--- src/hw/dppc_cfg.svh ---
`ifndef DPPC_CFG_SVH
`define DPPC_CFG_SVH
// Default number of downstream ports
`define DPPC_NUM_PORTS       4
// Default filter length in consecutive low samples
`define DPPC_FILT_DEFAULT    8'h10
// Width of the filter counter and threshold
`define DPPC_FILT_W          8
// Ports allowed to split, bit n is port n+1
`define DPPC_SPLIT_OK_CFG1   4'he
`define DPPC_SPLIT_OK_CFG2   4'h8
// Pin configuration codes
`define DPPC_PINCFG_1        2'h1
`define DPPC_PINCFG_2        2'h2
`endif

--- src/hw/dppc_pkg.sv ---
package dppc_pkg;
   // Who owns port power decisions
   typedef enum logic [1:0]
   {
      DPPC_CTRL_HUB = 2'h1,
      DPPC_CTRL_CPU = 2'h2
   } dppc_ctrl_type;
endpackage

--- src/hw/dppc_top.sv ---
// Notes on behaviour
// - Per-port battery charging forces primary pin power on, not the SuperSpeed pin of a split port
// - One shared power and sense pin each
// - Power off: drive low, pull-up off
// - Power on: release driver, pull-up on
// - Low while powered means over-current
// - Filter transient lows on sense input
// - Blown fuse low also means over-current
// - Hub logic or processor controls power
// - Reset leaves every port non-split
// - Split allowed only on permitted ports
// - Non-split pin serves both halves
// - Split adds separate SuperSpeed pin
`timescale 1ns/100ps
`include "dppc_cfg.svh"

module dppc_top #(
   parameter int                  NUM_PORTS = `DPPC_NUM_PORTS,
   parameter int                  FILT_W    = `DPPC_FILT_W
)(
   input  wire logic                 sys_clk,
   input  wire logic                 rst_n,
   input  wire logic [1:0]           pin_config,
   input  wire dppc_pkg::dppc_ctrl_type ctrl_source,
   input  wire logic [NUM_PORTS-1:0] hub_power_req,
   input  wire logic [NUM_PORTS-1:0] hub_ss_power_req,
   input  wire logic [NUM_PORTS-1:0] cpu_power_req,
   input  wire logic [NUM_PORTS-1:0] cpu_ss_power_req,
   input  wire logic [NUM_PORTS-1:0] charge_enable,
   input  wire logic [NUM_PORTS-1:0] split_request,
   input  wire logic [FILT_W-1:0]    filter_length,
   input  wire logic [NUM_PORTS-1:0] overcurrent_clear,
   input  wire logic [NUM_PORTS-1:0] port_power_sense_pin_in,
   input  wire logic [NUM_PORTS-1:0] superspeed_power_sense_pin_in,
   output logic      [NUM_PORTS-1:0] port_power_sense_pin_out,
   output logic      [NUM_PORTS-1:0] port_power_sense_pin_oe_n,
   output logic      [NUM_PORTS-1:0] port_pullup_en,
   output logic      [NUM_PORTS-1:0] superspeed_power_sense_pin_out,
   output logic      [NUM_PORTS-1:0] superspeed_power_sense_pin_oe_n,
   output logic      [NUM_PORTS-1:0] superspeed_pullup_en,
   output logic      [NUM_PORTS-1:0] port_half_separation,
   output logic      [NUM_PORTS-1:0] usb2_power_on,
   output logic      [NUM_PORTS-1:0] superspeed_power_on,
   output logic      [NUM_PORTS-1:0] usb2_overcurrent_sense,
   output logic      [NUM_PORTS-1:0] superspeed_overcurrent_sense
);

   //***********************************************************
   // Control selection and split permission
   //***********************************************************
   logic [NUM_PORTS-1:0] split_ok;
   logic [NUM_PORTS-1:0] split_q;
   logic [NUM_PORTS-1:0] split_d;
   logic [NUM_PORTS-1:0] pri_req;
   logic [NUM_PORTS-1:0] ss_req;
   logic [NUM_PORTS-1:0] pri_pwr_q;
   logic [NUM_PORTS-1:0] pri_pwr_d;
   logic [NUM_PORTS-1:0] ss_pwr_q;
   logic [NUM_PORTS-1:0] ss_pwr_d;
   logic [NUM_PORTS-1:0] pri_oc_q;
   logic [NUM_PORTS-1:0] ss_oc_q;
   logic                 cpu_sel;
   logic [3:0]           split_mask;

   assign cpu_sel = (ctrl_source == dppc_pkg::DPPC_CTRL_CPU);
   assign pri_req = cpu_sel ? cpu_power_req : hub_power_req;
   assign ss_req  = cpu_sel ? cpu_ss_power_req : hub_ss_power_req;

   assign split_mask =
      (pin_config == `DPPC_PINCFG_1) ? `DPPC_SPLIT_OK_CFG1 :
      (pin_config == `DPPC_PINCFG_2) ? `DPPC_SPLIT_OK_CFG2 : 4'h0;

   genvar gi;
   generate
      for (gi = 0; gi < NUM_PORTS; gi++)
      begin : g_ok
         if (gi < 4)
         begin : g_in
            assign split_ok[gi] = split_mask[gi];
         end
         else
         begin : g_out
            assign split_ok[gi] = 1'b0;
         end
      end
   endgenerate

   assign split_d = split_request & split_ok;

   // charging asks for power on the primary pin
   // shared pin drives both halves when not split
   assign pri_pwr_d = pri_req | charge_enable;
   assign ss_pwr_d  = split_q & ss_req;

   //***********************************************************
   // Registers
   //***********************************************************
   always_ff @(posedge sys_clk)
   begin
      if (!rst_n)
      begin
         split_q   <= '0;
         pri_pwr_q <= '0;
         ss_pwr_q  <= '0;
      end
      else
      begin
         split_q   <= split_d;
         pri_pwr_q <= pri_pwr_d;
         ss_pwr_q  <= ss_pwr_d;
      end
   end

   //***********************************************************
   // Per-port sense low detect and over-current filter
   //***********************************************************
   generate
      for (gi = 0; gi < NUM_PORTS; gi++)
      begin : g_port
         logic [FILT_W-1:0] pcnt_q;
         logic [FILT_W-1:0] pcnt_d;
         logic [FILT_W-1:0] scnt_q;
         logic [FILT_W-1:0] scnt_d;
         logic              plow;
         logic              slow;
         logic              phit;
         logic              shit;
         logic              poc_q;
         logic              soc_q;

         // Latched flags gathered into the port vectors
         assign pri_oc_q[gi] = poc_q;
         assign ss_oc_q[gi]  = soc_q;

         // fuse low same path
         // Own drive low before release is not a fault
         assign plow = port_power_sense_pin_oe_n[gi] &
                       ~port_power_sense_pin_in[gi];
         assign slow = superspeed_power_sense_pin_oe_n[gi] &
                       ~superspeed_power_sense_pin_in[gi];

         assign pcnt_d = !plow ? '0 :
                         (pcnt_q == '1) ? pcnt_q : pcnt_q + 1'b1;
         assign scnt_d = !slow ? '0 :
                         (scnt_q == '1) ? scnt_q : scnt_q + 1'b1;
         assign phit = plow & (pcnt_d >= filter_length);
         assign shit = slow & (scnt_d >= filter_length);

         always_ff @(posedge sys_clk)
         begin
            if (!rst_n)
            begin
               pcnt_q <= '0;
               scnt_q <= '0;
               poc_q  <= 1'b0;
               soc_q  <= 1'b0;
            end
            else
            begin
               pcnt_q <= pcnt_d;
               scnt_q <= scnt_d;
               poc_q  <= phit | (poc_q & ~overcurrent_clear[gi]);
               soc_q  <= shit | (soc_q & ~overcurrent_clear[gi]);
            end
         end
      end
   endgenerate

   //***********************************************************
   // Output flops
   //***********************************************************
   always_ff @(posedge sys_clk)
   begin
      if (!rst_n)
      begin
         port_power_sense_pin_out        <= '0;
         port_power_sense_pin_oe_n       <= '0;
         port_pullup_en                  <= '0;
         superspeed_power_sense_pin_out  <= '0;
         superspeed_power_sense_pin_oe_n <= '0;
         superspeed_pullup_en            <= '0;
         port_half_separation            <= '0;
         usb2_power_on                   <= '0;
         superspeed_power_on             <= '0;
         usb2_overcurrent_sense          <= '0;
         superspeed_overcurrent_sense    <= '0;
      end
      else
      begin
         // one shared pin, drive low when off
         // release and pull up when on
         port_power_sense_pin_out        <= '0;
         port_power_sense_pin_oe_n       <= pri_pwr_q;
         port_pullup_en                  <= pri_pwr_q;
         // second pin used only when split
         superspeed_power_sense_pin_out  <= '0;
         superspeed_power_sense_pin_oe_n <= ss_pwr_q;
         superspeed_pullup_en            <= ss_pwr_q;
         port_half_separation            <= split_q;
         usb2_power_on                   <= pri_pwr_q;
         superspeed_power_on    <= (split_q & ss_pwr_q) |
                                   (~split_q & pri_pwr_q);
         usb2_overcurrent_sense <= pri_oc_q;
         superspeed_overcurrent_sense <= (split_q & ss_oc_q) |
                                         (~split_q & pri_oc_q);
      end
   end

endmodule // dppc_top

--- config.mk ---
export PLATFORM = sky130hd
export DESIGN_NAME = dppc_top
export DESIGN_NICKNAME = d
export VERILOG_FILES = /design/src/hw/dppc_pkg.sv /design/src/hw/dppc_top.sv
export VERILOG_INCLUDE_DIRS = /design/src /design/src/hw
export SDC_FILE = /design/constraint.sdc
export NUM_CORES = 1
export LEC_CHECK = 0
export BUFFER_PORTS_ARGS = -buffer_cell sky130_fd_sc_hd__buf_2
export CORE_MARGIN = 5
export CORE_UTILIZATION = 51
export DETAILED_ROUTE_END_ITERATION = 16
export GPL_TIMING_DRIVEN = 0
export PLACE_DENSITY = 0.82
export SLEW_MARGIN = 10
export SYNTH_ARGS = -nofsm -noshare
export SYNTH_HDL_FRONTEND = slang
export SYNTH_SLANG_ARGS = --single-unit
--- constraint.sdc ---
create_clock -name sys_clk -period 2.2 [get_ports sys_clk]
set_input_delay 0.66 -clock sys_clk [delete_from_list [all_inputs] [get_ports sys_clk]]
set_output_delay 0.66 -clock sys_clk [all_outputs]
set_load 0.02 [all_outputs]
Word-level counts from Yosys, hierarchy flattened
Index checks and enable logic that the tools add are counted.
{"block": "word_totals", "mem_bits_rw": 0, "mem_bits_ro": 0, "out_inout_bits": 44, "latch_bits": 0, "mem_count": 0, "inputBits": 50, "elab_cells": 126, "ff_bits": 108}
{"block": "op_classes", "n_bitwise": 54, "div_mod_pow": 0, "magnitude_cmp": 8, "add_sub_neg": 8, "muxes": 20, "n_eq_ne": 11, "reduce_logical": 0, "n_mul": 0, "shift": 0}
{"cell": "$mux 8", "n": 16}
{"cell": "$add 8x1->8 const B", "n": 8}
{"cell": "$eq 8x8->1 const B", "n": 8}
{"cell": "$ge 8x8->1", "n": 8}
{"cell": "$and 1x1->1", "n": 24}
{"cell": "$and 4x4->4", "n": 6}
{"cell": "$mux 4", "n": 4}
{"cell": "$not 1->1", "n": 12}
{"cell": "$or 4x4->4", "n": 3}
{"cell": "$or 1x1->1", "n": 8}
{"cell": "$eq 2x2->1 const B", "n": 2}
{"cell": "$not 4->4", "n": 1}
{"cell": "$eq 2x1->1 const B", "n": 1}

Longest topological paths before layout
{"block": "depth", "depth_word": 6, "mapped_depth": 10, "mapped_depth_nobuf": 10}

Least setup slack after synthesis
No wires, ideal clock.
{"block": "synth_timing", "path_type": "reg2reg", "from": "reg g_port[2].scnt_q[0]", "to": "reg g_port[2].soc_q", "setup_slack_ns": -0.114, "n_path_buf": 0, "arrival_ns": 2.189, "path_stages_with_launch": 11, "setup_time_ns": 0.125, "t_required_ns": 2.075, "path_cell_list": "dfxtp_1 ha_1 and4_1 and4_4 xnor2_1 nand2_1 ha_1 nand2b_1 a2111oi_0 o31a_1 o22ai_1"}
{"block": "synth_between", "elab_chain_cells": 6, "word_cells_on_any_way": 7}
{"item": "from (decl)", "line_no": "dppc_top.sv:122", "source": "logic [FILT_W-1:0] scnt_q;"}
{"item": "from (signal assigned)", "line_no": "dppc_top.sv:161", "source": "scnt_q <= scnt_d;"}
{"item": "$add 8x1->8 / $eq 8x8->1 (equally long branches)", "line_no": "dppc_top.sv:145", "source": "(scnt_q == '1) ? scnt_q : scnt_q + 1'b1;"}
{"item": "$mux 8 (*)", "line_no": "dppc_top.sv:145"}
{"item": "$mux 8 (*)", "line_no": "dppc_top.sv:144", "source": "assign scnt_d = !slow ? '0 :"}
{"item": "$ge 8x8->1 (*)", "line_no": "dppc_top.sv:147", "source": "assign shit = slow & (scnt_d >= filter_length);"}
{"item": "$and 1x1->1 (*)", "line_no": "dppc_top.sv:147"}
{"item": "$or 1x1->1 (*)", "line_no": "dppc_top.sv:163", "source": "soc_q <= shit | (soc_q & ~overcurrent_clear[gi]);"}
{"item": "to (signal assigned)", "line_no": "dppc_top.sv:163"}
{"item": "to (decl)", "line_no": "dppc_top.sv:129", "source": "logic soc_q;"}
Every way passes the cells marked *; elsewhere a longest branch is shown, timed or not.
A chain may end at the register's enable or synchronous reset.

Final worst setup path
{"block": "layout_timing", "from": "reg g_port[3].pcnt_q[1]", "to": "reg g_port[3].poc_q"}
{"block": "layout_between", "elab_chain_cells": 6, "word_cells_on_any_way": 7}
{"item": "from (decl)", "line_no": "dppc_top.sv:120", "source": "logic [FILT_W-1:0] pcnt_q;"}
{"item": "from (signal assigned)", "line_no": "dppc_top.sv:160", "source": "pcnt_q <= pcnt_d;"}
{"item": "$add 8x1->8 / $eq 8x8->1 (equally long branches)", "line_no": "dppc_top.sv:143", "source": "(pcnt_q == '1) ? pcnt_q : pcnt_q + 1'b1;"}
{"item": "$mux 8 (*)", "line_no": "dppc_top.sv:143"}
{"item": "$mux 8 (*)", "line_no": "dppc_top.sv:142", "source": "assign pcnt_d = !plow ? '0 :"}
{"item": "named net g_port[3].pcnt_d[1]", "line_no": "dppc_top.sv:121", "source": "logic [FILT_W-1:0] pcnt_d;"}
{"item": "$ge 8x8->1 (*)", "line_no": "dppc_top.sv:146", "source": "assign phit = plow & (pcnt_d >= filter_length);"}
{"item": "$and 1x1->1 (*)", "line_no": "dppc_top.sv:146"}
{"item": "$or 1x1->1 (*)", "line_no": "dppc_top.sv:162", "source": "poc_q <= phit | (poc_q & ~overcurrent_clear[gi]);"}
{"item": "to (signal assigned)", "line_no": "dppc_top.sv:162"}
{"item": "to (decl)", "line_no": "dppc_top.sv:128", "source": "logic poc_q;"}
Mark *: on every way through the listed nets, which the timed path passes. The rest lies on a longest branch.

==> metrics.md <==
| Metric | Value |
|---|---|
| Run status | finished, violations left |
| Failing checks | setup timing |
| Clock skew | around 0.0082 ns |
| Fmax | 425.7 MHz |
| Synth unique cells | 47 |
| GPL Wtd Cong | a little over 0.9 |
| Number of port buffers | just under 80 |
| Storage element area | between 0.0015 and 0.002 mm² |
| Via density | around 5.6 |
| Max cap viols | 0 |
| Vias in the first global route | just under 5k |
| Hold path cells | 1 |
| Drt wl/cell | ~16 µm |
| I/O pin count | 94 |
| Core ar. | 0.01037 mm² |
| VDD IR max | between 0.3 and 0.4 mV |
| Mapped Cells | approximately 640 |
| Non-filler cells, final | 901 |
| Routed WL | 14.15 mm |
| Die Wd | approximately 110 µm |
| CTS tree | done |
| Worst-path maximum fanout | 5 |
| Slew Viols, Final | 0 |
| Row count | 37 |
| CTS sink cnt | 93 |
| Number of fillers in the final layout | between 800 and 900 |
| Leading area contributor after synthesis | dfxtp_1 |
| Cells taking the most area after synthesis | dfxtp_1 (34%), ha_1 (15%), nor2_1 (8.5%), mux2i_1 (4.8%), buf_4 (3.3%) |
| Critical path type | reg -> reg |
| Final Total Pwr | 3.214 mW |
| Crit end category | register |
| Placed cell count | 864 |
| Worst min path class | reg -> reg |
| P_leak | 2.814 nW |
| Antenna Cells | 0 |
| Hold buffers post-CTS | 0 |
| Clock Latency Late Sink | approximately 0.37 ns |
| Post-synthesis to final-layout area growth | 23.85% |
| Post-synthesis register bit count | 93 |
| Max_slew headroom | 0.5704 |
| Post-synth top area share | 0.3419 |
| Hold Path Sink | superspeed_pullup_en[1] |
| Area of the mapped netlist | between 0.005 and 0.006 mm² |
| Area of the multi-input gates | 0.003636 mm² |
| RSZ-0062 raised after global routing | true |
| Initial core utilization | 0.5251 |
| CP required | approximately 2.5 ns |
| Via count | ~5k |
| R2r startpoint | g_port[3].pcnt_q[1] |
| NumNets Final | between 800 and 900 |
| Syn_area_per_cell | 8.495 µm² |
| Worst slew pin tran | approximately 0.64 ns |
| Post-DRT Antenna Nets | 0 |
| CTS Buf Count | 9 |
| Initial DRC Count | between 200 and 300 |
| Final hold violations | 0 |
| Final min period | around 2.3 ns |
| Die area | about 0.013 mm² |
| Post-synthesis sequential area ratio | 0.3419 |
| Post-synth EDFFs | 0 |
| Final number of setup-violating endpoints | 4 |
| Die H | 113.3 µm |
| Global route total overflow | 0 |
| Total Routing Usage GR | 0.2147 |
| Reg2reg setup slack | -0.15 ns |
| Clock-pin slew on the worst setup and hold paths | around 0.090 ns |
| Reg-to-Reg End | g_port[3].poc_q |
| Antenna violations before repair | 0 |
| Tcrit/Tclk final | 1.068 |
| Warnings from Yosys | 0 |
| Ys flop type | dfxtp_1 |
| Worst hold start | ss_pwr_q[1] |
| Layout cells sized above 1 | 0.2614 |
| First-pass GRT wire length | 22.39 mm |
| DRC viols | 0 |
| FFs w/ async S/R, synth | 0 |
| Post-DP HPWL | between 10 and 15 mm |
| Crit start category | register |
| Largest net degree at the start of global routing | 15 |
| Place WS | -0.2455 ns |
| Clock buffer depth | 2 |
| DRT Pass-1 Iters | 5 |
| Crit path DAT | ~2.6 ns |
| Root buffer cell | clkbuf_8 |
| PD cells | about 480 mW/mm² |
| Worst r2r path cells | 9 |
| Setup TNS | -0.3128 ns |
| Post-route setup slack | -0.1493 ns |
| H-tree levels | 3 |
## Yosys cell counts, drive strengths merged (2+ instances only)
master	count
o22ai	4
buf	25
mux2i	26
o21ai	29
o211ai	4
and4	5
or4	2
xnor2	8
nand3	28
nor2	124
dfxtp	93
clkbuf	6
xor2	4
a2111oi	3
nor3	11
o21a	3
and2	15
o21bai	2
ha	64
a31o	2
a211o	4
a21oi	12
a31oi	3
o2111ai	4
nand4	13
a211oi	14
a311oi	2
nand2b	20
nand2	31
a21o	7
nor2b	22
o31a	3
inv	17
or2	2
and3	21
## layout by cell type (no fill, tap or decap), types with 21 or more instances in the layout
master	instances
nor2_1	119
nand2_1	30
ha_1	57
dfxtp_1	77
and3_1	21
mux2i_1	23
nor2b_1	22
nand3_1	23
buf_4	45
buf_2	78
o21ai_0	28
## per-layer routing
| layer | part of all wire | vias up | global-route usage |
|---|---|---|---|
| met2 | 0.48 | 202 | 0.3685 |
| met3 | 0.065 | 41 | 0.04599 |
| li1 | - | 2477 | - |
| met1 | 0.42 | 2349 | 0.2610 |
| met5 | 0 | - | 0 |
| met4 | 0.032 | 0 | 0.08654 |
## final cells by class
cell class | instances | share of cell area
Tap cell | 136 | 0.02523
Buffer | 31 | 0.03080
Sequential cell | 93 | 0.2835
Timing Repair Buffer | 99 | 0.08219
Inverter | 17 | 0.009462
Clock inverter | 3 | 0.006679
Clock buffer | 12 | 0.02301
Multi-Input combinational cell | 510 | 0.5391
## critical path, cell delays in order, from the launching register on
cell and delay [ns]:
dfxtp_4 0.38, ha_4 0.17, nand3_4 0.11, nor4_4 0.40
mux2i_1 0.27, nor2_1 0.08, ha_1 0.29, nand3_1 0.07
a211o_1 0.28, a311oi_2 0.20
## how the worst max path moves through the flow
stage / cells after the start / startpoint / endpoint / slack, ns
CTS: 9 / g_port[2].scnt_q[0] / g_port[2].soc_q / -0.16
detailed placement: 10 / g_port[3].scnt_q[0] / g_port[3].soc_q / -0.25
global route: 9 / g_port[3].pcnt_q[1] / g_port[3].poc_q / -0.30
global placement: 10 / g_port[3].scnt_q[0] / g_port[3].soc_q / -0.19
floorplan: 9 / g_port[3].pcnt_q[1] / g_port[3].poc_q / 0.009
finish: 9 / g_port[3].pcnt_q[1] / g_port[3].poc_q / -0.15
## stage by stage
stage	cell area (µm²)	hold slack [ns]	util
2_1_floorplan	5520	0.4119	-
3_3_place_gp	6076	0.4379	0.5859
3_5_place_dp	6076	0.4461	0.5859
4_1_cts	6477	0.4619	0.6246
5_1_grt	6744	0.4838	0.6503
6_report	6744	0.4607	0.6503
## report_power, final
part           switching (mW)  internal [mW]  total, mW
Sequential             0.0174           1.69       1.71
Combinational           0.184          0.139      0.323
Clock                   0.604          0.582       1.19
## repair_timing
item	CTS	global route
buffers inserted	9	13
pin swaps	12	29
gates resized for setup	38	35
setup endpoints to repair	7	7
## cell families (layout without fill, tap and decap cells)
kind of cell / count (synthesis) / after routing / share of synthesized area
muxes: 27 / 27 / 0.04986
other: 1 / 11 / 0.0006887
buffers and inverters: 48 / 162 / 0.04986
DFF: 93 / 93 / 0.3419
and+or+nand+nor: 298 / 298 / 0.2718
AOI/OAI and AO/OA: 98 / 98 / 0.1195
adders and majority gates: 64 / 64 / 0.1471
xor gates and xnor gates: 12 / 12 / 0.01930
## sequential cells by signal, summed over array words and instances, names as in the netlist
register	count
ss_pwr_q	3
port_half_separation	3
g_port.scnt_q	24
superspeed_overcurrent_sense	3
superspeed_power_on	3
superspeed_pullup_en	3
g_port.pcnt_q	32
split_q	3
g_port.poc_q	4
g_port.soc_q	3
usb2_overcurrent_sense	4
usb2_power_on	4
pri_pwr_q	4
Note: power is estimated with default switching activity, not from simulation.
